$ cat config.mk
export PLATFORM = sky130hd
export DESIGN_NAME = ser_status_event_reporting
export DESIGN_NICKNAME = d
export VERILOG_FILES = /design/src/ser_pkg.sv /design/src/ser_status_event_reporting.sv
export VERILOG_INCLUDE_DIRS = /design/src
export SDC_FILE = /design/constraint.sdc
export NUM_CORES = 1
export LEC_CHECK = 0
export BUFFER_PORTS_ARGS = -buffer_cell sky130_fd_sc_hd__buf_2
export CORE_ASPECT_RATIO = 0.7
export CORE_UTILIZATION = 30
export DETAILED_ROUTE_END_ITERATION = 16
export MAX_ROUTING_LAYER = met4
export SYNTH_ARGS = -nofsm -noshare
export SYNTH_HDL_FRONTEND = slang
export SYNTH_SLANG_ARGS = --single-unit
$ cat constraint.sdc
create_clock -name ref_clk -period 1.4 [get_ports ref_clk]
set_input_delay 0.14 -clock ref_clk [delete_from_list [all_inputs] [get_ports ref_clk]]
set_output_delay 0.14 -clock ref_clk [all_outputs]
set_load 0.02 [all_outputs]
$ cat src/ser_status_map.svh
`ifndef SER_STATUS_MAP_SVH
`define SER_STATUS_MAP_SVH

// ****************************************************************
// Register selection codes on the command port.
// ****************************************************************
`define SER_SEL_CONDITION   3'h0
`define SER_SEL_ENABLE      3'h1
`define SER_SEL_EVENT       3'h2
`define SER_SEL_FALL_FILTER 3'h3
`define SER_SEL_RISE_FILTER 3'h4

// ****************************************************************
// Group selection codes.
// ****************************************************************
`define SER_GROUP_OPERATION    1'h0
`define SER_GROUP_QUESTIONABLE 1'h1

// ****************************************************************
// Defined bit positions of each group.
// ****************************************************************
`define SER_OP_VALID_MASK   16'h0077
`define SER_QUES_VALID_MASK 16'h023F

// ****************************************************************
// Summary bit positions inside the status byte.
// ****************************************************************
`define SER_OP_SUMMARY_BIT   7
`define SER_QUES_SUMMARY_BIT 3

// ****************************************************************
// Reset values.
// ****************************************************************
`define SER_REG_RESET  16'h0000
`define SER_BYTE_RESET 8'h00

`endif

$ cat src/ser_pkg.sv
package ser_pkg;

   // ****************************************************************
   // Live operation conditions, bit 0 upward.
   // ****************************************************************
   typedef struct packed {
      logic [8:0] unusedHigh;
      logic       sequenceRunning;
      logic       rampRunning;
      logic       awaitingTrigger;
      logic       unusedBit;
      logic       outputOff;
      logic       constantCurrentActive;
      logic       constantVoltageActive;
   } ser_op_cond_type;

   // ****************************************************************
   // Live questionable conditions, bit 0 upward.
   // ****************************************************************
   typedef struct packed {
      logic [5:0] unusedHigh;
      logic       externalPinShutdown;
      logic [2:0] unusedMid;
      logic       parallelProtectionDisable;
      logic       overtemperatureTrip;
      logic       constantPowerActive;
      logic       powerFailShutdown;
      logic       overcurrentTrip;
      logic       overvoltageTrip;
   } ser_ques_cond_type;

   // ****************************************************************
   // Host command and its answer.
   // ****************************************************************
   typedef struct packed {
      logic        valid;
      logic        write;
      logic        group;
      logic [2:0]  select;
      logic [15:0] data;
   } ser_cmd_type;

   typedef struct packed {
      logic        valid;
      logic [15:0] data;
   } ser_rsp_type;

endpackage

$ cat src/ser_status_event_reporting.sv
// Notes on behaviour
// Operation bits: 0 CV, 1 CC, 2 off, 4 trigger wait, 5 ramp, 6 sequence.
// Questionable bits 0-5 trips and modes, bit 9 external pin shutdown.
// Status byte bit 7 is OR of enabled operation event bits.
// Status byte bit 3 is OR of enabled questionable event bits.
// Operation mask and filter values range 0 to 119; six bits meaningful.
// Questionable mask and filter values range 0 to 575.
// Status preset clears the questionable enable mask.
// Operation event bits latch filtered edges; a read returns then clears.
// Questionable event bits latch filtered edges; a read returns then clears.
// Falling filter bit set: a 1-to-0 condition change sets the event bit.
// Rising filter bit set: a 0-to-1 condition change sets the event bit.
// Both filter bits set: any change sets the event bit.
// Both filter bits clear: no change ever sets the event bit.
// Condition registers show live status; reading alters nothing.
// Mask and filter reads return the value last written.
// An edge arriving with an event read stays set.
// Unused bits read zero and ignore writes.
`timescale 1ns/1ps
`include "ser_status_map.svh"

module ser_status_event_reporting (
   // Clock and reset
   input  wire logic                       ref_clk,
   input  wire logic                       reset_n,
   // Live conditions
   input  wire ser_pkg::ser_op_cond_type   opCondition,
   input  wire ser_pkg::ser_ques_cond_type quesCondition,
   // Host command port
   input  wire ser_pkg::ser_cmd_type       command,
   input  wire logic                       statusPreset,
   output      ser_pkg::ser_rsp_type       response,
   // Status byte summary bits
   output      logic [7:0]                 summaryByte
);
   import ser_pkg::*;

   localparam int GROUPS = 2;
   localparam int WIDTH  = 16;

   // ****************************************************************
   // Storage, indexed by group.
   // ****************************************************************
   logic [GROUPS-1:0][WIDTH-1:0] validMask;
   logic [GROUPS-1:0][WIDTH-1:0] liveIn;
   logic [GROUPS-1:0][WIDTH-1:0] condition;
   logic [GROUPS-1:0][WIDTH-1:0] enableMask;
   logic [GROUPS-1:0][WIDTH-1:0] eventBits;
   logic [GROUPS-1:0][WIDTH-1:0] fallFilter;
   logic [GROUPS-1:0][WIDTH-1:0] riseFilter;
   logic [GROUPS-1:0][WIDTH-1:0] passedEdge;
   logic [GROUPS-1:0][WIDTH-1:0] next_eventBits;
   logic [GROUPS-1:0]            groupHit;
   logic [WIDTH-1:0]             next_readData;

   // ****************************************************************
   // Condition inputs.
   // ****************************************************************
   // Undefined positions are forced low so they can never raise an event.
   assign validMask[`SER_GROUP_OPERATION]    = `SER_OP_VALID_MASK;
   assign validMask[`SER_GROUP_QUESTIONABLE] = `SER_QUES_VALID_MASK;
   assign liveIn[`SER_GROUP_OPERATION] =
      opCondition & `SER_OP_VALID_MASK; // see
   assign liveIn[`SER_GROUP_QUESTIONABLE] =
      quesCondition & `SER_QUES_VALID_MASK; // see

   // ****************************************************************
   // Per-group register chain.
   // ****************************************************************
   genvar g;
   genvar b;
   generate
      for (g = 0; g < GROUPS; g++) begin : groupChain
         assign groupHit[g] = command.valid && (command.group == g[0]);

         // The condition register is also the previous sample for edges.
         always_ff @(posedge ref_clk) begin
            if (!reset_n) begin
               condition[g] <= `SER_REG_RESET;
            end else begin
               condition[g] <= liveIn[g];
            end
         end

         for (b = 0; b < WIDTH; b++) begin : bitFilter
            assign passedEdge[g][b] =
               (riseFilter[g][b] && liveIn[g][b] &&
                !condition[g][b]) || // see see
               (fallFilter[g][b] && !liveIn[g][b] &&
                condition[g][b]); // see see
         end

         // A preset and a write in one cycle: the preset wins.
         always_ff @(posedge ref_clk) begin
            if (!reset_n) begin
               enableMask[g] <= `SER_REG_RESET;
            end else if (statusPreset &&
                         g == `SER_GROUP_QUESTIONABLE) begin
               enableMask[g] <= `SER_REG_RESET;
            end else if (groupHit[g] && command.write &&
                         command.select == `SER_SEL_ENABLE) begin
               enableMask[g] <=
                  command.data & validMask[g]; // see see
            end
         end

         always_ff @(posedge ref_clk) begin
            if (!reset_n) begin
               fallFilter[g] <= `SER_REG_RESET;
            end else if (groupHit[g] && command.write &&
                         command.select == `SER_SEL_FALL_FILTER) begin
               fallFilter[g] <=
                  command.data & validMask[g]; // see see
            end
         end

         always_ff @(posedge ref_clk) begin
            if (!reset_n) begin
               riseFilter[g] <= `SER_REG_RESET;
            end else if (groupHit[g] && command.write &&
                         command.select == `SER_SEL_RISE_FILTER) begin
               riseFilter[g] <=
                  command.data & validMask[g]; // see
            end
         end

         // Reading clears, but an edge in the same cycle is kept.
         always_comb begin
            if (groupHit[g] && !command.write &&
                command.select == `SER_SEL_EVENT) begin
               next_eventBits[g] = passedEdge[g]; // see see
            end else begin
               next_eventBits[g] =
                  eventBits[g] | passedEdge[g]; // see
            end
         end

         always_ff @(posedge ref_clk) begin
            if (!reset_n) begin
               eventBits[g] <= `SER_REG_RESET;
            end else begin
               eventBits[g] <= next_eventBits[g];
            end
         end
      end
   endgenerate

   // ****************************************************************
   // Read multiplexer.
   // ****************************************************************
   // Writes and unknown selections return nothing useful, so reads of
   // unknown selections answer zero rather than stalling the host.
   always_comb begin
      next_readData = `SER_REG_RESET;
      if (command.select == `SER_SEL_CONDITION) begin
         next_readData = condition[command.group];
      end else if (command.select == `SER_SEL_ENABLE) begin
         next_readData = enableMask[command.group];
      end else if (command.select == `SER_SEL_EVENT) begin
         next_readData = eventBits[command.group]; // see
      end else if (command.select == `SER_SEL_FALL_FILTER) begin
         next_readData = fallFilter[command.group];
      end else if (command.select == `SER_SEL_RISE_FILTER) begin
         next_readData = riseFilter[command.group];
      end
   end

   always_ff @(posedge ref_clk) begin
      if (!reset_n) begin
         response <= '0;
      end else begin
         response.valid <= command.valid && !command.write;
         if (command.valid && !command.write) begin
            response.data <= next_readData;
         end
      end
   end

   // ****************************************************************
   // Status byte summary bits.
   // ****************************************************************
   // Summaries follow the registered event bits, so they trail an
   // edge by two cycles; that keeps the output straight off a flop.
   always_ff @(posedge ref_clk) begin
      if (!reset_n) begin
         summaryByte <= `SER_BYTE_RESET;
      end else begin
         summaryByte <= `SER_BYTE_RESET;
         summaryByte[`SER_OP_SUMMARY_BIT] <=
            |(eventBits[`SER_GROUP_OPERATION] &
              enableMask[`SER_GROUP_OPERATION]);
         summaryByte[`SER_QUES_SUMMARY_BIT] <=
            |(eventBits[`SER_GROUP_QUESTIONABLE] &
              enableMask[`SER_GROUP_QUESTIONABLE]);
      end
   end

endmodule

== Yosys cells after proc, flatten, opt, wreduce, memory -nomap -nowiden ==
Cells that the tools add are included.
Operators by class
  multiplexer cells: 17
  eq/ne operators: 4
  bitwise gates (word level): 6
  reductions and logical operators: 111
  order comparisons: 1
Operator list (count)
  $mux W16: 14
  $logic_and A1 B1 Y1: 67
  $reduce_or A16 Y1: 2
  $mux W10: 3
  $logic_not A1 Y1: 27
  $and A16 B10 Y16: 1
  $and A16 B7 Y16: 1
  $or A16 B10 Y16: 1
  $or A16 B7 Y16: 1
  $logic_or A1 B1 Y1: 13
  $eq A3 B2 Y1 const B: 2
  $eq A3 B1 Y1 const B: 1
  $eq A3 B3 Y1 const B: 1
  $logic_not A3 Y1: 1
  $lt A1 B2 Y1 const B: 1
  $not A1 Y1: 2
  $reduce_or A2 Y1: 1
Storage, ports and cells
  bits of input ports: 57
  register bits: 128
  logic and storage cells: 155
  output and inout port bits: 25

== Logic depth before layout (Yosys ltp) ==
Gate-level depths: netlist of the first run.
  word-level depth: 7
  mapped depth: 6

== Worst setup path before layout of the first run ==
Ideal clock, no wire load.
  kind: in2reg
  start point: input port command[18] in the netlist's numbering
  end point: register riseFilter[0] in the netlist's numbering
  stages: 6
  data arrival time: 1.364 ns
  data required time: 1.272 ns
  buffers on the path: 2
  slack: -0.092 ns
  path through: buf_2 or3b_1 buf_2 nor3b_4 mux2i_1 nor2_1
On the way
  cells in the longest elaborated chain, start to end: 2
RTL lines
  start: declaration: RTL line ser_status_event_reporting.sv:30  | input wire ser_pkg::ser_cmd_type command,
  $eq A3 B3 Y1 (no line)
  $logic_and A1 B1 Y1 (no line)
  end signal: indexed assignment: RTL line ser_status_event_reporting.sv:119  | riseFilter[g] <= `SER_REG_RESET;
  end signal: indexed assignment: RTL line ser_status_event_reporting.sv:122  | riseFilter[g] <=
  end: declaration: RTL line ser_status_event_reporting.sv:50  | logic [GROUPS-1:0][WIDTH-1:0] riseFilter;
Every way passes these cells.
A chain may end at the register's enable or synchronous reset.

== Worst setup path after layout of the first run ==
  start point: input port command[16] in the netlist's numbering
  end point: register riseFilter[5] in the netlist's numbering
The elaborated chain is that of the path after synthesis.

==> reports/summary.md, run 1 <==
Global route
* **total routing usage reported by global routing** 17.8%
* **antenna violations before repair** 0
* **pin count of the biggest net entering global routing** 53
* **via count of the first global-routing pass** 2864
* **wire length of the first global-routing pass** 15800 microns
* **total gr overflow** 0

STA
* **worst hold margin** 0.0312 ns
* **clock skew** 0.00379 ns
* **setup repair after global routing missed its margin** false
* **final count of negative-setup-slack endpoints** 0
* **final critical-path required period** 1.18 ns
* **Hold Vio Cnt, Final** 0
* **count of final max-slew check failures** 0
* **Fmax achieved** 847 MHz
* **ratio of final minimum period to clock period** 84.3%

Synthesis
* **async set-or-reset flop fraction in the synthesized netlist** 0%
* **Yosys warning total** 0
* **fraction of synthesized area in multiplexers** 16.9%
* **EDFF count, synth** 0
* **synthesized flop and latch total** 76
* **library cell occupying the most area in the post-synthesis netlist** dfxtp_1
* **post-synthesis instance area** 3560 sq um
* **synthesized-area fraction occupied by adder cells** 0%
* **sequential element share of the synthesized area** 42.8%
* **area fraction in and, or, nand and nor cells after synthesis** 19.0%
* **area fraction in compound gates after synthesis** 15.1%
* **largest family of logic cells by synthesized area** simple AND/OR/NAND/NOR gates
* **most used standard cells in the synthesized netlist** dfxtp_1, mux2i_1, nor2_1
* **area share of the largest cell type after synthesis** 42.8%
* **dominant cell by count in the synthesized netlist** dfxtp_1
* **count of cell types in the netlist** 34
* **mean area per synthesized cell** 8.87 sq um
* **Area contributors post-synth** dfxtp_1, mux2i_1, a21oi_1
* **most instantiated flip-flop cell in the synthesis netlist** dfxtp_1
* **Synth Instances** 401
* **parity-gate share of the synthesized area counting xor and xnor cells** 0%

Clock tree
* **sink count of the clock tree** 76
* **Post-CTS Setup Inserts** 0
* **Hold-fix buffers, CTS** 0
* **clock-pin slew of the registers on the worst-case setup and hold paths** 0.06 ns
* **TritonCTS Buffers** 9
* **Skew-Pair Late Insertion Delay** 0.34 ns
* **number of H-tree levels** 3
* **CTS-repair resized insts** 0
* **maximum number of buffers from clock root to sink** 2
* **TritonCTS clock tree** built
* **root buffer selected by CTS** clkbuf_16

Placement
* **Final Wtd Congestion** 0.853
* **HPWL after detailed placement** 7450 microns
* **placed cell count** 604
* **IO Port Bufs** 40
* **total placed instance area** 4110 sq um

Job
* **max-cap viol count** 0

Drt
* **average via count per standard cell** 4.97
* **first-iteration detailed-routing DRC count** 265
* **detailed-route wire length** 10300 microns
* **total number of vias** 3079
* **per-cell routed wire length** 16.6 microns
* **antenna-violating nets left** 0
* **DRC violations left** 0
* **count of TritonRoute iterations in the first routing pass** 5

Final layout
* **ant diodes** 0
* **proportion of layout cells with a drive suffix above 1** 18.9%
* **Final Non-Filler Cells** 619
* **layout overhead on the synthesized area** 23.2%
* **final design utilization** 38.8%
* **final cell area excluding filler cells** 4380 sq um
* **number of nets in the layout** 519

Hold path
* **hold-critical path depth** 2
* **path class of the lowest-slack min-delay path** in2reg
* **Hold Startpoint** opCondition[1]
* **end point of the worst hold path** condition[1]

Die
* **Starting Density** 31.5%
* **Ports** 82
* **die area** 12300 sq um
* **placeable core region** 11300 sq um
* **Die Ht** 93.1 microns
* **Die Wd** 132 microns
* **Rows** 32

Setup path
* **worst setup path startpoint** command[16]
* **master of the slowest instance on the critical path** or3b_1
* **maximum net fanout on the critical path** 6
* **nature of the critical path endpoint** flip-flop
* **beginning of the worst register-to-register path** condition[20]
* **CP Class** in2reg
* **cells along the critical path** buf_2 -> or3b_1 -> nor3b_4 -> buf_12 -> mux2i_1 -> nor2_1
* **startpoint types** primary input
* **Largest stage delay, worst path** 0.45 ns
* **setup slack, reg-to-reg** 0.40 ns
* **arrival time worst endpoint** 1.40 ns
* **required time of the worst setup path** 1.62 ns
* **path depth of the worst reg2reg path** 4
* **Reg-to-Reg End** response[4]

Power
* **switching power as a share of total power** 24.0%
* **Internal Pwr Total** 3.65 mW
* **fraction of power consumed by combinational cells** 9.2%
* **fraction of power consumed by the clock network** 44.5%
* **leakage** 1.72 nW
* **register share of total power** 46.4%
* **P_sw** 1.15 mW
* **Final Power** 4.80 mW
* **worst IR drop on VDD** 0.647 mV
* **power density over cell area** 1100 nW/um^2

Outcome
* **outcome** finished, final reports clean

[cells in the final DEF (no fill, tap or decap), types with 4 or more instances in the layout]
cell,instances
buf_12,6
nor2b_1,4
a22oi_1,10
nor2_1,53
buf_4,26
buf_2,40
a21oi_1,49
o21ai_1,6
o21ai_0,20
conb_1,14
clkbuf_16,9
nand2b_1,7
and2_1,14
mux2i_1,60
dfxtp_1,76
o211ai_1,5
nand3b_1,13
nand2_1,22
[kinds of logic (layout without fill, tap and decap cells)]
group,Yosys count,in the layout
simple gates,129,129
compound gates,96,96
flops,76,76
mux,60,60
buf+inv,39,91
other cells,1,14
[power groups by stage]
stage	sequential (mW)	combinational, mW	clock [mW]
after global placement	2.27	0.428	0
after global routing	2.23	0.473	2.27
final	2.23	0.440	2.14
after detailed placement	2.27	0.435	0
after CTS	2.23	0.437	2.18
after floorplan	2.27	0.274	0
[cell type report]
type	instances	area (sq um)
clock buffers	13	260
clock inverters	2	10.0
fillers	1162	6910
inverters	4	15.0
multi-input cells	299	1870
flip-flops and latches	76	1520
well taps	153	191
repair buffers	72	515
[sequential cells by signal (all words and copies together) (netlist names)]
name,cells
fallFilter,13
riseFilter,13
condition,13
enableMask,13
summaryByte,2
eventBits,13
response,9
[worst max-delay path: cells and delay by family]
| kind | cells | cell delay [ns] |
|---|---|---|
| simple gates | 3 | 0.78 |
| buf+inv | 2 | 0.27 |
| mux | 1 | 0.20 |
[per-layer routing]
layer  part of all wire, %  GRT usage, %  vias up
li1                      -             -     1501
met1                    51          25.9     1465
met2                    40          23.9      105
met3                   7.6          4.44        8
met4                  0.96          5.14        0
met5                     0             -        -
[metrics by stage]
step	worst slack, ns	setup TNS [ns]
floorplan	-0.0840	-0.504
global placement	-0.0684	-0.352
detailed placement	-0.107	-0.544
CTS	0.236	0
global route	0.189	0
finish	0.220	0
[worst max-delay path by stage]
stage	depth (start not counted)	end
6_report	6	riseFilter[5]
3_5_place_dp	6	riseFilter[5]
2_1_floorplan	6	riseFilter[0]
5_1_grt	6	riseFilter[5]
4_1_cts	6	riseFilter[5]
3_3_place_gp	6	riseFilter[2]
(Power assumes the default switching activity.)
==> run 2: changes to the inputs <==
Settings changed: ABC_AREA set to 1.
Clock period 1.4 ns to 1.1 ns, I/O delays scaled along.
==> reports/summary.md, run 2 <==
Outcome
* **outcome** finished, final reports clean

Setup path
* **endpoint of the worst setup timing path** response[1]
* **most frequent cell on the critical path** nand2_1
* **worst setup path startpoint** fallFilter[17]
* **startpoint types** flip-flop
* **cells along the critical path** nand2_1 -> nand2_1 -> nand2_1 -> nand3_1 -> o21bai_4 -> a21oi_1
* **beginning of the worst register-to-register path** fallFilter[17]
* **Largest stage delay, worst path** 0.40 ns, -0.05 ns
* **required time of the worst setup path** 1.38 ns, -0.24 ns
* **path depth of the worst reg2reg path** 6, +2
* **CP Class** reg2reg
* **master of the slowest instance on the critical path** dfxtp_1
* **arrival time worst endpoint** 1.32 ns, -0.08 ns
* **Reg-to-Reg End** response[1]
* **setup slack, reg-to-reg** 0.06 ns, -0.34 ns
* **nature of the critical path endpoint** flip-flop
* **maximum net fanout on the critical path** 2, -4

Hold path
* **path class of the lowest-slack min-delay path** in2reg

Clock tree
* **Post-CTS Setup Inserts** 0, unchanged
* **number of H-tree levels** 3, unchanged
* **Skew-Pair Late Insertion Delay** 0.35 ns, about the same
* **clock-pin slew of the registers on the worst-case setup and hold paths** 0.06 ns, about the same
* **TritonCTS Buffers** 9, unchanged
* **maximum number of buffers from clock root to sink** 2, unchanged
* **sink count of the clock tree** 76, unchanged
* **TritonCTS clock tree** built
* **root buffer selected by CTS** clkbuf_16

Power
* **power density over cell area** 1430 nW/um^2, +30%
* **worst IR drop on VDD** 0.729 mV, +13%
* **Final Power** 6.70 mW, +40%
* **leakage** 2.16 nW, +26%

Die
* **Die Wd** 132 microns, -0.21%
* **die area** 12200 sq um, -0.42%
* **Ports** 82, unchanged
* **Starting Density** 31.5%, about the same
* **placeable core region** 11300 sq um, -0.35%
* **Die Ht** 92.9 microns, -0.21%
* **Rows** 32, unchanged

Drt
* **total number of vias** 3681, +20%
* **detailed-route wire length** 11500 microns, +12%
* **antenna-violating nets left** 0, unchanged
* **count of TritonRoute iterations in the first routing pass** 4, -1
* **first-iteration detailed-routing DRC count** 369, +39%
* **DRC violations left** 0, unchanged
* **per-cell routed wire length** 15.1 microns, -9.1%
* **average via count per standard cell** 4.82, -3.1%

Global route
* **total gr overflow** 0, unchanged
* **pin count of the biggest net entering global routing** 37, -30%
* **wire length of the first global-routing pass** 18200 microns, +15%
* **via count of the first global-routing pass** 3317, +16%
* **antenna violations before repair** 0, unchanged
* **total routing usage reported by global routing** 20.3%, +2.5 points

Placement
* **total placed instance area** 4170 sq um, +1.4%
* **placed cell count** 736, +22%
* **HPWL after detailed placement** 8670 microns, +16%
* **IO Port Bufs** 40, unchanged
* **worst setup slack before clock tree synthesis** -0.261 ns, -0.154 ns
* **Final Wtd Congestion** 0.971, +14%

STA
* **clock skew** 0.00473 ns, +0.000941 ns
* **Fmax achieved** 959 MHz
* **worst hold margin** 0.0140 ns, -0.0172 ns
* **Worst Setup Slack, final** 0.0574 ns, -0.163 ns
* **final count of negative-setup-slack endpoints** 0, unchanged
* **ratio of final minimum period to clock period** 94.8%
* **headroom to the max-slew limit** 66.2%
* **count of final max-slew check failures** 0, unchanged
* **Hold Vio Cnt, Final** 0, unchanged
* **Total Negative Setup Slacks** 0 ns, unchanged
* **slew at the pin with the worst max-slew slack** 0.505 ns
* **setup repair after global routing missed its margin** true
* **final critical-path required period** 1.04 ns

Synthesis
* **area share of the largest cell type after synthesis** 43.0%, +0.18 points
* **Yosys warning total** 0, unchanged
* **mean area per synthesized cell** 6.86 sq um, -23%
* **count of cell types in the netlist** 25, -26%
* **sequential element share of the synthesized area** 43.0%, +0.18 points
* **most instantiated flip-flop cell in the synthesis netlist** dfxtp_1
* **dominant cell by count in the synthesized netlist** nand2_1
* **library cell occupying the most area in the post-synthesis netlist** dfxtp_1
* **EDFF count, synth** 0, unchanged
* **async set-or-reset flop fraction in the synthesized netlist** 0%, unchanged
* **synthesized flop and latch total** 76, unchanged
* **post-synthesis instance area** 3540 sq um, -0.42%
* **Area contributors post-synth** dfxtp_1, nand2_1, o21ai_0
* **most used standard cells in the synthesized netlist** nand2_1, dfxtp_1, o21ai_0
* **Synth Instances** 516, +29%

Final layout
* **number of nets in the layout** 663, +28%
* **FF/Latch Area** 1540 sq um, +1.1%
* **most frequent cells in the layout** nand2_1, dfxtp_1, inv_1
* **layout overhead on the synthesized area** 32.4%
* **final design utilization** 41.7%, +2.9 points
* **final cell area excluding filler cells** 4690 sq um, +7.1%
* **Final Non-Filler Cells** 764, +23%
* **count of filler cells inserted in the layout** 1196, +2.9%
* **proportion of layout cells with a drive suffix above 1** 23.2%, +4.4 points
* **ant diodes** 0, unchanged
* **area of the multi-input gates** 1740 sq um, -6.8%
* **most common cell after layout, fill and taps aside** nand2_1

Job
* **max-cap viol count** 0, unchanged

==> run 2: cell types whose count changed in the layout (fill, tap and decap cells not counted), sizes merged, moves of 13 or more <==
cell and change:
mux2i -60, a21oi -13, nand2 +121, nand3 +14, inv +57, and2 -14, o21ai +30
==> run 2: critical path, delay by kind of cell (launching register included) <==
kind | cells | cell delay [ns]
flip-flops | 1 | 0.40
AND/OR/NAND/NOR | 4 | 0.38
AO/OA/AOI/OAI | 2 | 0.21
==> run 2: worst min-delay path by stage <==
stage / from / end / slack (ns) / cells after the start
2_1_floorplan: opCondition[0] / condition[0] / 0.20 / 2
3_3_place_gp: opCondition[2] / condition[2] / 0.31 / 3
3_5_place_dp: opCondition[1] / condition[1] / 0.31 / 3
4_1_cts: quesCondition[5] / condition[21] / 0.006 / 3
5_1_grt: quesCondition[5] / condition[21] / 0.02 / 3
6_report: quesCondition[5] / condition[21] / 0.01 / 3
==> run 2: cell families after synthesis <==
family | count (synthesis) | share of synthesized area, %
simple gates | 233 | 27.8
buf+inv | 88 | 10.9
compound gates | 118 | 18.2
flops | 76 | 43.0
other cells | 1 | 0.106
==> run 2: layout make-up <==
type                            count  share of cell area [%]
Multi-Input combinational cell    365                    37.1
Sequential cell                    76                    32.8
Timing Repair Buffer               93                    14.2
Clock buffer                       10                    5.10
Inverter                           61                    4.88
Tap cell                          153                    4.08
Clock inverter                      6                    1.87
==> run 2: power breakdown <==
part	leakage, nW	internal, mW	switching, mW
registers	0.622	2.81	0.0434
logic	1.39	0.221	0.372
clock network	0.151	2.04	1.21
==> run 2: timing repair <==
action / in CTS / in global routing
hold buffers: 12 / 0
endpoints found under the hold margin: 12 / 0
resized for setup: 0 / 36
endpoints found under the setup margin: 0 / 8
==> run 2: layer usage <==
layer  global-route usage [%]  share of wire (%)  vias to the layer above
met3                     4.82                8.9                       10
met1                     30.0                 51                     1696
met4                     4.65               0.89                        0
met5                        -                  0                        -
met2                     27.0                 40                      153
li1                         -                  -                     1822
